`src/shared/mc36_pkg.sv`:
```
/*
  Shared constants, types and coding functions of the byte symbol codec.
  Assumes a single clock domain and a 32-bit register bus with word-aligned byte addressing.
*/
package mc36_pkg;

  // Register indices; the byte address is four times the index
  localparam logic [7:0] IDX_DATA_LOW = 8'hC2;
  localparam logic [7:0] IDX_DATA_MIDDLE = 8'hC3;
  localparam logic [7:0] IDX_DATA_HIGH = 8'hC4;
  localparam logic [7:0] IDX_CONTROL = 8'hC5;
  localparam int ADDR_W = 12;

  // Control field positions
  localparam int CTL_READY = 7;
  localparam int CTL_ERROR = 6;
  localparam int CTL_ENC = 5;
  localparam int CTL_DEC = 4;
  localparam int CTL_DMA = 2;
  localparam int CTL_ENDIAN = 1;
  localparam int CTL_MODE = 0;

  localparam logic [7:0] CTL_RESET = 8'h00;
  localparam logic [7:0] CTL_WMASK = 8'h37;
  localparam logic [23:0] DATA_RESET = 24'h000000;
  localparam logic [7:0] MAN_ERR_BYTE = 8'hFF;

  typedef enum logic [1:0] {
    MC36_IDLE,
    MC36_FETCH,
    MC36_CALC,
    MC36_PUSH
  } mc36_state_e;

  function automatic logic [7:0] man_enc(input logic [3:0] nib);
    logic [7:0] r;
    r = 8'h00;
    for (int i = 0; i < 4; i++)
    begin
      r[2*i+1] = ~nib[i];
      r[2*i] = nib[i];
    end
    return r;
  endfunction : man_enc

  // Returns {error, nibble}
  function automatic logic [4:0] man_dec(input logic [7:0] b);
    logic [4:0] r;
    r = 5'h00;
    for (int i = 0; i < 4; i++)
    begin
      r[i] = b[2*i];
      if (b[2*i+1] == b[2*i])
        r[4] = 1'b1;
    end
    return r;
  endfunction : man_dec

  function automatic logic [5:0] s36_enc(input logic [3:0] nib);
    case (nib)
      4'h0: return 6'h16;
      4'h1: return 6'h0D;
      4'h2: return 6'h0E;
      4'h3: return 6'h0B;
      4'h4: return 6'h1C;
      4'h5: return 6'h19;
      4'h6: return 6'h1A;
      4'h7: return 6'h13;
      4'h8: return 6'h2C;
      4'h9: return 6'h25;
      4'hA: return 6'h26;
      4'hB: return 6'h23;
      4'hC: return 6'h34;
      4'hD: return 6'h31;
      4'hE: return 6'h32;
      default: return 6'h29;
    endcase
  endfunction : s36_enc

  // Searching the encode table keeps decode an exact inverse; returns {error, nibble}
  function automatic logic [4:0] s36_dec(input logic [5:0] sym);
    logic [4:0] r;
    r = 5'h10;
    for (int k = 0; k < 16; k++)
    begin
      if (s36_enc(4'(k)) == sym)
        r = {1'b0, 4'(k)};
    end
    return r;
  endfunction : s36_dec

  // Byte counts per unit, minus one
  function automatic logic [1:0] in_last(input logic mode, input logic code_go);
    return mode ? (code_go ? 2'd1 : 2'd2) : (code_go ? 2'd0 : 2'd1);
  endfunction : in_last

  function automatic logic [1:0] out_last(input logic mode, input logic code_go);
    return mode ? (code_go ? 2'd2 : 2'd1) : (code_go ? 2'd1 : 2'd0);
  endfunction : out_last

endpackage : mc36_pkg

```
`src/shared/mc36_if.sv`:
```
/*
  Link between the codec control logic and its coding datapath.
  Assumes both ends run on the same clock.
*/
`timescale 1ns/1ps
interface mc36_if;
  logic go;
  logic encode;
  logic mode;
  logic [23:0] din;
  logic done;
  logic err;
  logic [23:0] dout;

  modport ctl (output go, output encode, output mode, output din,
    input done, input err, input dout);
  modport core (input go, input encode, input mode, input din,
    output done, output err, output dout);
endinterface : mc36_if

```
`src/hdl/mc36_core.sv`:
```
/*
  Coding datapath: one unit of Manchester or three-out-of-six encode or decode.
  Assumes go is a one-cycle pulse and din is stable while go is high.
*/
`timescale 1ns/1ps
module mc36_core (
  input wire logic clk_in,
  input wire logic rst_in,
  mc36_if.core cif
);

  typedef struct packed {
    logic done;
    logic err;
    logic [23:0] dout;
  } mc36_core_s;

  mc36_core_s q;
  mc36_core_s d;

  always_comb
  begin
    logic [4:0] hi;
    logic [4:0] lo;
    logic [4:0] n3;
    logic [4:0] n2;
    logic [4:0] n1;
    logic [4:0] n0;
    hi = mc36_pkg::man_dec(cif.din[15:8]);
    lo = mc36_pkg::man_dec(cif.din[7:0]);
    n3 = mc36_pkg::s36_dec(cif.din[23:18]);
    n2 = mc36_pkg::s36_dec(cif.din[17:12]);
    n1 = mc36_pkg::s36_dec(cif.din[11:6]);
    n0 = mc36_pkg::s36_dec(cif.din[5:0]);
    d = q;
    d.done = cif.go;
    if (cif.go)
    begin
      d.err = 1'b0;
      case ({cif.mode, cif.encode})
        2'b01:
        begin
          d.dout = {8'h00, mc36_pkg::man_enc(cif.din[7:4]), mc36_pkg::man_enc(cif.din[3:0])};
        end
        2'b00:
        begin
          d.err = hi[4] | lo[4];
          d.dout = {16'h0000, hi[3:0], lo[3:0]};
          if (d.err)
            d.dout = {16'h0000, mc36_pkg::MAN_ERR_BYTE};
        end
        2'b11:
        begin
          d.dout = {mc36_pkg::s36_enc(cif.din[15:12]), mc36_pkg::s36_enc(cif.din[11:8]),
            mc36_pkg::s36_enc(cif.din[7:4]), mc36_pkg::s36_enc(cif.din[3:0])};
        end
        default:
        begin
          d.err = n3[4] | n2[4] | n1[4] | n0[4];
          d.dout = {8'h00, n3[3:0], n2[3:0], n1[3:0], n0[3:0]};
        end
      endcase
    end
  end

  always_ff @(posedge clk_in or posedge rst_in)
  begin
    if (rst_in)
      q <= '0;
    else
      q <= d;
  end

  assign cif.done = q.done;
  assign cif.err = q.err;
  assign cif.dout = q.dout;

endmodule : mc36_core

```
`src/hdl/mc36_codec.sv`:
```
/*
  Manchester and three-out-of-six byte codec with APB registers and DMA
  request/acknowledge byte streams.
  Assumes an APB master, and a DMA engine that pulses ack for one cycle per
  byte while the matching request is high, with input data valid during ack.
*/
// Functional notes
// - Manchester decode of middle and low bytes
// - Ready after decode; invalid gives all ones, error
// - Pair 01 is one, 10 is zero
// - Each nibble becomes a six-bit symbol
// - Encode two bytes into three registers
// - Fixed sixteen-entry symbol table
// - Decode three bytes; bad symbol sets error
// - Symbol decode exactly inverts encode
// - Operation values 10,11,20,21 without DMA
// - Only software clears ready and error
// - Interrupt output follows decode error
// - DMA decode continues after error, error sticky
// - Request input and output bytes for DMA
// - Operation values 16,17,26,27 with DMA
// - Data right-justified; high unused for Manchester
// - Start bits clear after launch
// - Mode zero Manchester, one three-of-six
`timescale 1ns/1ps
module mc36_codec (
  input wire logic mclk_in,
  input wire logic rst_in,
  input wire logic [mc36_pkg::ADDR_W-1:0] paddr_in,
  input wire logic psel_in,
  input wire logic penable_in,
  input wire logic pwrite_in,
  input wire logic [31:0] pwdata_in,
  output logic [31:0] prdata_out,
  output logic pready_out,
  output logic pslverr_out,
  output logic dma_in_req_out,
  input wire logic dma_in_ack_in,
  input wire logic [7:0] dma_in_data_in,
  output logic dma_out_req_out,
  input wire logic dma_out_ack_in,
  output logic [7:0] dma_out_data_out,
  output logic err_irq_out
);

  typedef struct packed {
    mc36_pkg::mc36_state_e st;
    logic [7:0] ctrl;
    logic [23:0] data;
    logic [1:0] cnt;
    logic go;
    logic op_enc;
    logic [31:0] prdata;
    logic pready;
    logic pslverr;
    logic in_req;
    logic out_req;
    logic [7:0] out_byte;
    logic irq;
  } mc36_codec_s;

  mc36_codec_s q;
  mc36_codec_s d;

  mc36_if cif ();

  mc36_core u_core (
    .clk_in(mclk_in),
    .rst_in(rst_in),
    .cif(cif)
  );

  assign cif.go = q.go;
  assign cif.encode = q.op_enc;
  assign cif.mode = q.ctrl[mc36_pkg::CTL_MODE];
  assign cif.din = q.data;

  // Decodes a byte address into a register index; low bits must be zero
  function automatic logic [2:0] reg_sel(input logic [mc36_pkg::ADDR_W-1:0] a);
    logic [2:0] r;
    r = 3'd0;
    if (a[1:0] == 2'b00 && a[mc36_pkg::ADDR_W-1:10] == '0)
    begin
      case (a[9:2])
        mc36_pkg::IDX_DATA_LOW: r = 3'd1;
        mc36_pkg::IDX_DATA_MIDDLE: r = 3'd2;
        mc36_pkg::IDX_DATA_HIGH: r = 3'd3;
        mc36_pkg::IDX_CONTROL: r = 3'd4;
        default: r = 3'd0;
      endcase
    end
    return r;
  endfunction : reg_sel

  // Byte position in the data word for stream slot cnt of a unit of last+1 bytes
  function automatic logic [1:0] slot(input logic big, input logic [1:0] last,
    input logic [1:0] cnt);
    return big ? 2'(last - cnt) : cnt;
  endfunction : slot

  function automatic logic [7:0] pick(input logic [23:0] w, input logic [1:0] i);
    case (i)
      2'd0: return w[7:0];
      2'd1: return w[15:8];
      default: return w[23:16];
    endcase
  endfunction : pick

  always_comb
  begin
    logic [2:0] sel;
    logic setup;
    logic access;
    logic mode;
    logic big;
    logic [1:0] ilast;
    logic [1:0] olast;
    logic [1:0] pos;
    sel = reg_sel(paddr_in);
    setup = psel_in & ~penable_in;
    access = psel_in & penable_in & q.pready;
    mode = q.ctrl[mc36_pkg::CTL_MODE];
    big = q.ctrl[mc36_pkg::CTL_ENDIAN];
    ilast = mc36_pkg::in_last(mode, q.op_enc);
    olast = mc36_pkg::out_last(mode, q.op_enc);
    pos = slot(big, ilast, q.cnt);
    d = q;
    d.go = 1'b0;

    // APB slave: read data is captured in setup, answer given in the first access cycle
    d.pready = setup;
    // Error response stands only beside its pready pulse
    d.pslverr = 1'b0;
    if (setup)
    begin
      d.pslverr = (sel == 3'd0);
      case (sel)
        3'd1: d.prdata = {24'h000000, q.data[7:0]};
        3'd2: d.prdata = {24'h000000, q.data[15:8]};
        3'd3: d.prdata = {24'h000000, q.data[23:16]};
        3'd4: d.prdata = {24'h000000, q.ctrl};
        default: d.prdata = 32'h00000000;
      endcase
    end
    if (access && pwrite_in)
    begin
      case (sel)
        3'd1: d.data[7:0] = pwdata_in[7:0];
        3'd2: d.data[15:8] = pwdata_in[7:0];
        3'd3: d.data[23:16] = pwdata_in[7:0];
        3'd4:
        begin
          // Flags can only be cleared by writing zero, never set by software
          d.ctrl = pwdata_in[7:0] & mc36_pkg::CTL_WMASK;
          d.ctrl[mc36_pkg::CTL_READY] = q.ctrl[mc36_pkg::CTL_READY]
            & pwdata_in[mc36_pkg::CTL_READY];
          d.ctrl[mc36_pkg::CTL_ERROR] = q.ctrl[mc36_pkg::CTL_ERROR]
            & pwdata_in[mc36_pkg::CTL_ERROR];
        end
        default:
        begin
        end
      endcase
    end

    case (q.st)
      mc36_pkg::MC36_IDLE:
      begin
        if (q.ctrl[mc36_pkg::CTL_ENC] | q.ctrl[mc36_pkg::CTL_DEC])
        begin
          d.op_enc = q.ctrl[mc36_pkg::CTL_ENC];
          d.ctrl[mc36_pkg::CTL_ENC] = 1'b0;
          d.ctrl[mc36_pkg::CTL_DEC] = 1'b0;
          d.cnt = 2'd0;
          if (q.ctrl[mc36_pkg::CTL_DMA])
          begin
            d.st = mc36_pkg::MC36_FETCH;
            d.data = mc36_pkg::DATA_RESET;
          end
          else
          begin
            d.st = mc36_pkg::MC36_CALC;
            d.go = 1'b1;
          end
        end
      end
      mc36_pkg::MC36_FETCH:
      begin
        if (dma_in_ack_in)
        begin
          case (pos)
            2'd0: d.data[7:0] = dma_in_data_in;
            2'd1: d.data[15:8] = dma_in_data_in;
            default: d.data[23:16] = dma_in_data_in;
          endcase
          d.cnt = 2'(q.cnt + 2'd1);
          if (q.cnt == ilast)
          begin
            d.st = mc36_pkg::MC36_CALC;
            d.go = 1'b1;
          end
        end
      end
      mc36_pkg::MC36_CALC:
      begin
        if (cif.done)
        begin
          d.data = cif.dout;
          d.ctrl[mc36_pkg::CTL_READY] = 1'b1;
          if (cif.err)
            d.ctrl[mc36_pkg::CTL_ERROR] = 1'b1;
          d.cnt = 2'd0;
          if (q.ctrl[mc36_pkg::CTL_DMA])
            d.st = mc36_pkg::MC36_PUSH;
          else
            d.st = mc36_pkg::MC36_IDLE;
        end
      end
      mc36_pkg::MC36_PUSH:
      begin
        if (dma_out_ack_in)
        begin
          d.cnt = 2'(q.cnt + 2'd1);
          if (q.cnt == olast)
          begin
            // Streaming carries on until software drops the DMA enable
            d.cnt = 2'd0;
            if (q.ctrl[mc36_pkg::CTL_DMA])
            begin
              d.st = mc36_pkg::MC36_FETCH;
              d.data = mc36_pkg::DATA_RESET;
            end
            else
              d.st = mc36_pkg::MC36_IDLE;
          end
        end
      end
      default:
      begin
        d.st = mc36_pkg::MC36_IDLE;
      end
    endcase

    // A cleared DMA enable aborts a stream that waits on the engine
    if (!d.ctrl[mc36_pkg::CTL_DMA] &&
      (d.st == mc36_pkg::MC36_FETCH || d.st == mc36_pkg::MC36_PUSH))
      d.st = mc36_pkg::MC36_IDLE;

    d.in_req = (d.st == mc36_pkg::MC36_FETCH);
    d.out_req = (d.st == mc36_pkg::MC36_PUSH);
    d.out_byte = pick(d.data, slot(d.ctrl[mc36_pkg::CTL_ENDIAN],
      mc36_pkg::out_last(d.ctrl[mc36_pkg::CTL_MODE], d.op_enc), d.cnt));
    d.irq = d.ctrl[mc36_pkg::CTL_ERROR];
  end

  always_ff @(posedge mclk_in or posedge rst_in)
  begin
    if (rst_in)
    begin
      q <= '0;
      q.st <= mc36_pkg::MC36_IDLE;
      q.ctrl <= mc36_pkg::CTL_RESET;
      q.data <= mc36_pkg::DATA_RESET;
    end
    else
      q <= d;
  end

  assign prdata_out = q.prdata;
  assign pready_out = q.pready;
  assign pslverr_out = q.pslverr;
  assign dma_in_req_out = q.in_req;
  assign dma_out_req_out = q.out_req;
  assign dma_out_data_out = q.out_byte;
  assign err_irq_out = q.irq;

endmodule : mc36_codec

```
`config.mk`:
```
export PLATFORM = sky130hd
export DESIGN_NAME = mc36_codec
export DESIGN_NICKNAME = d
export VERILOG_FILES = /design/src/shared/mc36_pkg.sv /design/src/shared/mc36_if.sv /design/src/hdl/mc36_core.sv /design/src/hdl/mc36_codec.sv
export SDC_FILE = /design/constraint.sdc
export NUM_CORES = 1
export LEC_CHECK = 0
export BUFFER_PORTS_ARGS = -buffer_cell sky130_fd_sc_hd__buf_4
export CORE_MARGIN = 3
export CORE_UTILIZATION = 64
export CTS_CLUSTER_DIAMETER = 100
export CTS_CLUSTER_SIZE = 25
export DETAILED_ROUTE_END_ITERATION = 12
export GPL_TIMING_DRIVEN = 0
export PLACE_DENSITY = 0.88
export SYNTH_ARGS = -nofsm -noshare
export SYNTH_HDL_FRONTEND = slang
export SYNTH_HIERARCHICAL = 1
export SYNTH_SLANG_ARGS = --single-unit
```
`constraint.sdc`:
```
create_clock -name mclk_in -period 7.5 [get_ports mclk_in]
set_input_delay 1.125 -clock mclk_in [delete_from_list [all_inputs] [get_ports mclk_in]]
set_output_delay 1.125 -clock mclk_in [all_outputs]
set_load 0.05 [all_outputs]
```
==> flow_summary.ini, run 1 <==
[global_routing]
grt_usage_pct = 34.5
grt_max_degree = 35
grtUsageMet3_pct = 9.87
use_met2_pct = 50.8
grt_pass1_vias = 6541
grtUsageMet1_pct = 48.1
antenna_found_initial = 0
grt_pass1_wl_um = 35000
busiest_layer = met2
grt_remaining_overflow = 0

[hold_path]
hold_depth = 0
hp-start = cif.go
hold_path_class = flop to flop
min_to = u_core/cif.done

[sta]
finalCritPeriodShare_pct = 60.8
relSlewSlack_pct = 26.4
finalCriticalPeriod_ns = 4.56
fmax_ghz = 0.219
worst_slew_pin_slew_ns = 1.10
hold_viol_final = 0
hold_ws_ns = 0.393
setup_violations = 0
slew_violations = 0
skew_ns = 0.0115
tns_ns = 0
grt_setup_unrepaired = false

[final_layout]
syn_to_final_growth_pct = 13.9
fin_util_pct = 75.5
antenna_cells = 0
layout.nets = 1023
drive_above_1_share_pct = 19.0

[logic_synthesis]
muxShareOfSynthArea_pct = 11.1
ys_async_sr_fraction_pct = 100
yosys.area_share.xor_xnor_pct = 2.38
syn_area_um2 = 7240
synth_top_family_by_area = compound AO/OA/AOI/OAI gates
syn_avg_cell_area_um2 = 8.71
synthSimpleGateAreaFrac_pct = 16.9
synth_seq_cells = 83
ys_seq_area_share_pct = 28.7
ys_warn_count = 6
synth_cell_types = 82
synth_compound_area_share_pct = 23.5
syn_inst = 831
synthAdderAreaFrac_pct = 7.60
synth-edff-count = 0
synth-main-ff-cell = dfrtp_1

[detailed_routing]
ant_nets = 0
wl_per_cell_um = 20.8
dr.pass1.iters = 6
via_per_inst = 6.66
remaining_drc_errors = 0
drt_wl_total_um = 22100
vias = 7091
drtIter0Drc = 1174

[placement]
hpwlAfterDp_um = 16200
gp_congestion = 1.00
port_buffers = 54

[worst_setup_path]
cp_cell_sequence = buf_4 > nor4b_4 > nand4_4 > nor3_4 > mux2_2 > ha_1 > inv_1 > ha_1 > xnor2_1 > nor2_1 > xnor2_1 > mux2_2
r2r_slack_ns = 3.58
cp_num_buf_inv = 2
reg2reg_to = dma_out_data_out[5]
reg2regPathDepth = 10
worstSetupPathType = input port to flop
cp.arrival_ns = 4.78
crit_slowest_cell = xnor2_1
slowest_delay_ns = 0.87
crit_path_start_kind = input port
cp_top_family = simple AND/OR/NAND/NOR gates
critPathMaxFanout = 8
end_kind = flop
r2r_start = pready_out
required_ns = 7.72

[clock_tree]
clk_pin_slew_worst_paths_ns = 0.07
cts_hold_buffers = 0
clockBufferDepth = 2
worstSkewPairLatency_ns = 0.35
cts_buffers = 9
cts_max_level = 3
clock-sinks = 83
cts_tree = built
ctsResizeCount = 0
cts-root-buf = clkbuf_16
postCtsSetupBuffers = 0

[power_and_ir_drop]
p_leak_uw = 0.00355
ir_drop_uv = 127
p_per_area_nw_per_um2 = 123
total_power_uw = 1010

[floorplan]
io_pins = 104
num_rows = 38
core-area_um2 = 10900
initial_core_util_pct = 66.2
die_w_um = 112
die_h_um = 112
dieArea_um2 = 12600

[run]
cap_violations = 0

[status]
status = completed
==> cell usage after synthesis (all sizes together) (6+ instances only) <==
cell / instances / area [µm²]
nand2: 98 / 368
dfrtp: 83 / 2080
buf: 69 / 458
mux2i: 54 / 553
o21ai: 53 / 265
ha: 44 / 551
nor2: 42 / 158
inv: 39 / 146
a21oi: 33 / 165
o221ai: 29 / 272
clkbuf: 27 / 101
nand3: 21 / 105
mux2: 20 / 225
a22o: 14 / 123
a22oi: 14 / 105
nand2b: 13 / 81.3
o211ai: 12 / 95.1
a31oi: 11 / 68.8
nor3: 10 / 66.3
xnor2: 10 / 87.6
nor2b: 9 / 56.3
o22ai: 9 / 56.3
and2: 8 / 50.1
o2bb2ai: 8 / 70.1
xor2: 8 / 85.1
a21boi: 6 / 45.0
a2bb2oi: 6 / 52.6
nand4: 6 / 52.6
==> where the power goes <==
| part | internal [µW] | leakage, µW | switching (µW) |
|---|---|---|---|
| Combinational | 28.9 | 0.00238 | 59.8 |
| Clock | 288 | 0.000159 | 189 |
| Sequential | 448 | 0.00102 | 0.428 |
==> through the flow <==
stage | cell area [µm²] | setup slack [ns] | std cells
3_3_place_gp | 7910 | 2.74 | 1048
6_report | 8250 | 2.94 | 1065
3_5_place_dp | 7930 | 2.66 | 1049
4_1_cts | 8250 | 2.99 | 1065
5_1_grt | 8250 | 2.84 | 1065
2_1_floorplan | 7330 | 3.41 | 854
==> worst max-delay path by stage <==
stage               slack (ns)  cells past startpoint         from             endpoint
floorplan                 3.41                     11  paddr_in[5]  dma_out_data_out[0]
global placement          2.74                     12  paddr_in[5]  dma_out_data_out[5]
detailed placement        2.66                     12  paddr_in[5]  dma_out_data_out[5]
CTS                       2.99                     12  paddr_in[5]  dma_out_data_out[5]
global route              2.84                     12  paddr_in[5]  dma_out_data_out[7]
finish                    2.94                     12  paddr_in[5]  dma_out_data_out[5]
==> area by class of cell <==
class,instances,area (µm²)
plain buffers,96,559
clock buffers,12,267
clock inverters,4,56.3
fillers,804,2680
inverters,40,150
multi-input cells,635,4540
flip-flops and latches,83,2080
well taps,140,175
repair buffers,55,425
==> placed cells by master, fill, tap and decap left out, types with 24 or more instances in the layout <==
cell,synthesis,layout
o221ai_1,28,28
dfrtp_1,83,83
a21oi_1,33,33
ha_1,44,44
inv_1,38,37
conb_1,1,24
clkbuf_1,27,27
o21ai_0,42,42
nand2_1,98,98
buf_4,44,98
nor2_1,42,42
mux2i_1,53,53
==> per-layer routing <==
metal | up-vias | part of all wire, %
li1 | 3168 | -
met1 | 3285 | 39
met3 | 95 | 13
met4 | 0 | 4.5
met2 | 543 | 43
met5 | - | 0
==> kinds of logic after synthesis <==
| kind of cell | after synthesis |
|---|---|
| flip-flops | 83 |
| AND/OR/NAND/NOR | 236 |
| adder cells (fa/ha/maj) | 44 |
| multiplexers | 75 |
| buffers and inverters | 136 |
| other | 1 |
| XOR/XNOR | 18 |
| AO/OA/AOI/OAI | 238 |
==> worst register-to-register path, stage by stage (launching register included) <==
cell,delay (ns)
dfrtp_1,0.35
nand4_1,0.40
nor3_4,0.62
mux2_2,0.42
ha_1,0.27
inv_1,0.03
ha_1,0.17
xnor2_1,0.13
nor2_1,0.07
xnor2_1,0.87
mux2_2,0.47
==> sequential cells by signal (all words and copies together) (netlist names) <==
register and cells:
cif.din 24, u_core/cif.dout 24, q 10, dma_out_data_out 8, prdata_out 8, cif.encode 1
cif.go 1, cif.mode 1, dma_in_req_out 1, dma_out_req_out 1, pready_out 1, pslverr_out 1
u_core/cif.done 1, u_core/cif.err 1
Power figures use the tool's default switching activity.
==> inputs of run 2 (changes only) <==
--- a/config.mk
+++ b/config.mk
@@ -5,14 +5,15 @@
 export SDC_FILE = /design/constraint.sdc
 export NUM_CORES = 1
 export LEC_CHECK = 0
+export ABC_AREA = 1
 export BUFFER_PORTS_ARGS = -buffer_cell sky130_fd_sc_hd__buf_4
 export CORE_MARGIN = 3
-export CORE_UTILIZATION = 64
+export CORE_UTILIZATION = 59
 export CTS_CLUSTER_DIAMETER = 100
 export CTS_CLUSTER_SIZE = 25
 export DETAILED_ROUTE_END_ITERATION = 12
 export GPL_TIMING_DRIVEN = 0
-export PLACE_DENSITY = 0.88
+export PLACE_DENSITY = 0.82
 export SYNTH_ARGS = -nofsm -noshare
 export SYNTH_HDL_FRONTEND = slang
 export SYNTH_HIERARCHICAL = 1
==> constraint.sdc (replaced) <==
create_clock -name mclk_in -period 4.3 [get_ports mclk_in]
set_input_delay 0.645 -clock mclk_in [delete_from_list [all_inputs] [get_ports mclk_in]]
set_output_delay 0.645 -clock mclk_in [all_outputs]
set_load 0.05 [all_outputs]
==> flow_summary.ini, run 2 <==
[detailed_routing]
ant_nets = 0
dr.pass1.iters = 6
wl_per_cell_um = 17.0
via_per_inst = 5.87
drt_wl_total_um = 21900
remaining_drc_errors = 0
vias = 7550
drtIter0Drc = 944

[final_layout]
layout_common_cells = 304 x nand2_1, 99 x inv_1, 94 x buf_4, 88 x nand3_1, 83 x dfrtp_1
antenna_cells = 0
layout.nets = 1242
drive_above_1_share_pct = 19.9
final.fill_count = 1041
register_area_um2 = 2080
fin_util_pct = 70.4
final_common_cell = nand2_1
multi_input_area_um2 = 4370
syn_to_final_growth_pct = 13.4

[floorplan]
num_rows = 39
dieArea_um2 = 13700
die_h_um = 117
core-area_um2 = 11700
io_pins = 104
die_w_um = 117
initial_core_util_pct = 62.0

[logic_synthesis]
ys_seq_area_share_pct = 28.6
synth_top_area_share_pct = 28.6
syn_avg_cell_area_um2 = 6.92
yosys-top-cells-count = 304 x nand2_1, 100 x inv_1, 88 x nand3_1
yosysMostFrequentCell = nand2_1
ys_warn_count = 6
synth_top_cell_by_area = dfrtp_1
ys_async_sr_fraction_pct = 100
synth_seq_cells = 83
synth-main-ff-cell = dfrtp_1
syn_area_um2 = 7270
synth_cell_types = 57
synth-edff-count = 0
syn_inst = 1050
synthTopCellsByArea = dfrtp_1 29%, nand2_1 16%, ha_1 7.6%

[clock_tree]
cts-root-buf = clkbuf_16
postCtsSetupBuffers = 0
cts_hold_buffers = 0
clockBufferDepth = 2
clk_pin_slew_worst_paths_ns = 0.07
cts_tree = built
ctsResizeCount = 0
worstSkewPairLatency_ns = 0.34
cts_max_level = 3
cts_buffers = 9
clock-sinks = 83

[run]
cap_violations = 0

[global_routing]
grt_usage_pct = 32.8
grt_remaining_overflow = 0
grt_max_degree = 42
grt_pass1_vias = 6598
antenna_found_initial = 0
grt_pass1_wl_um = 34400

[worst_setup_path]
r2r_slack_ns = 1.04
crit_path_start_kind = flop
r2r_start = cif.encode
critPathMaxFanout = 10
required_ns = 4.47
cp.arrival_ns = 3.43
reg2reg_to = dma_out_data_out[3]
worstSetupPathType = flop to flop
end_kind = flop
reg2regPathDepth = 19

[sta]
slew_violations = 0
fmax_ghz = 0.307
relSlewSlack_pct = 32.2
grt_setup_unrepaired = false
tns_ns = 0
worst_slew_pin_slew_ns = 1.02
hold_viol_final = 0
skew_ns = 0.00873
finalCritPeriodShare_pct = 75.7
hold_ws_ns = 0.278
finalCriticalPeriod_ns = 3.26
setup_violations = 0

[power_and_ir_drop]
p_leak_uw = 0.00439
p_per_area_nw_per_um2 = 305
p_switching_uw = 983
switching_share_pct = 39.1
p_seq_share_pct = 37.4
ir_drop_uv = 371
p_int_uw = 1530
comb_power_share_pct = 33.2
p_clk_share_pct = 29.4

[hold_path]
hold_path_class = input port to async pin

[placement]
gp_congestion = 1.02
port_buffers = 54
hpwlAfterDp_um = 17100

[status]
status = completed
[run 2: changes by cell type in the layout (fill, tap and decap cells not counted), sizes merged, moves of 20 or more]
cell,delta
o21ai,+27
o221ai,-24
inv,+88
mux2i,-54
clkbuf,-25
mux2,-20
nand2,+232
nor2,+47
nand3,+80
[run 2: worst max path at each step]
stage          depth (start not counted)                   to  slack [ns]          from
2_1_floorplan                         18  dma_out_data_out[0]        1.72  paddr_in[11]
3_3_place_gp                          19  dma_out_data_out[3]        1.22  paddr_in[11]
3_5_place_dp                          19  dma_out_data_out[3]        1.17  paddr_in[11]
4_1_cts                               19  dma_out_data_out[3]        1.18    cif.encode
5_1_grt                               19  dma_out_data_out[3]        0.89    cif.encode
6_report                              19  dma_out_data_out[3]        1.04    cif.encode
[run 2: cell families (layout without fill, tap and decap cells)]
group                    after synthesis  after routing  synth area share, %
flip-flops                            83             83                 28.6
adder cells (fa/ha/maj)               44             44                 7.58
AND/OR/NAND/NOR                      552            552                 35.6
AO/OA/AOI/OAI                        181            181                 15.4
buffers and inverters                186            257                 12.5
XOR/XNOR                               3              3                0.362
other                                  1             24               0.0516
[run 2: metal layers]
layer / track usage (%) / vias up / part of all wire (%)
met5: 0 / - / 0
met4: 8.64 / 0 / 2.3
met3: 8.89 / 54 / 12
met2: 47.6 / 474 / 42
met1: 48.6 / 3435 / 43
li1: - / 3587 / -
[run 2: layout make-up]
cell class	count	share of cell area, %
Multi-Input combinational cell	804	53.0
Sequential cell	83	25.2
Timing Repair Buffer	55	5.16
Tap cell	143	2.17
Clock buffer	10	2.90
Inverter	130	6.10
Clock inverter	6	0.577
Buffer	56	4.90
[run 2: worst max-delay path: stages, from the launching register on]
cell     delay (ns)
dfrtp_1        0.67
inv_1          0.09
ha_1           0.33
inv_1          0.08
nand2_1        0.05
nand2_1        0.11
nand3_1        0.12
nand4_1        0.09
nand2_1        0.05
nor2_1         0.18
nand2_1        0.11
ha_1           0.23
xor2_1         0.16
nand3_1        0.15
inv_1          0.07
nand2_1        0.06
nand2_2        0.10
inv_1          0.15
nand2_1        0.11
nand3_1        0.17
[run 2: power by group through the flow]
| stage | clock network [µW] | registers [µW] | logic [µW] |
|---|---|---|---|
| 2_1_floorplan | 0 | 916 | 600 |
| 3_3_place_gp | 0 | 949 | 805 |
| 3_5_place_dp | 0 | 950 | 806 |
| 4_1_cts | 748 | 939 | 814 |
| 5_1_grt | 784 | 949 | 907 |
| 6_report | 739 | 941 | 834 |
[run 2: per-stage QoR]
step	instances	total power (µW)	worst slack, ns	instance area (µm²)
finish	1287	2520	1.04	8240
CTS	1287	2500	1.18	8240
global placement	1270	1750	1.22	7940
detailed placement	1271	1760	1.17	7960
floorplan	1073	1520	1.72	7350
global route	1287	2640	0.894	8240
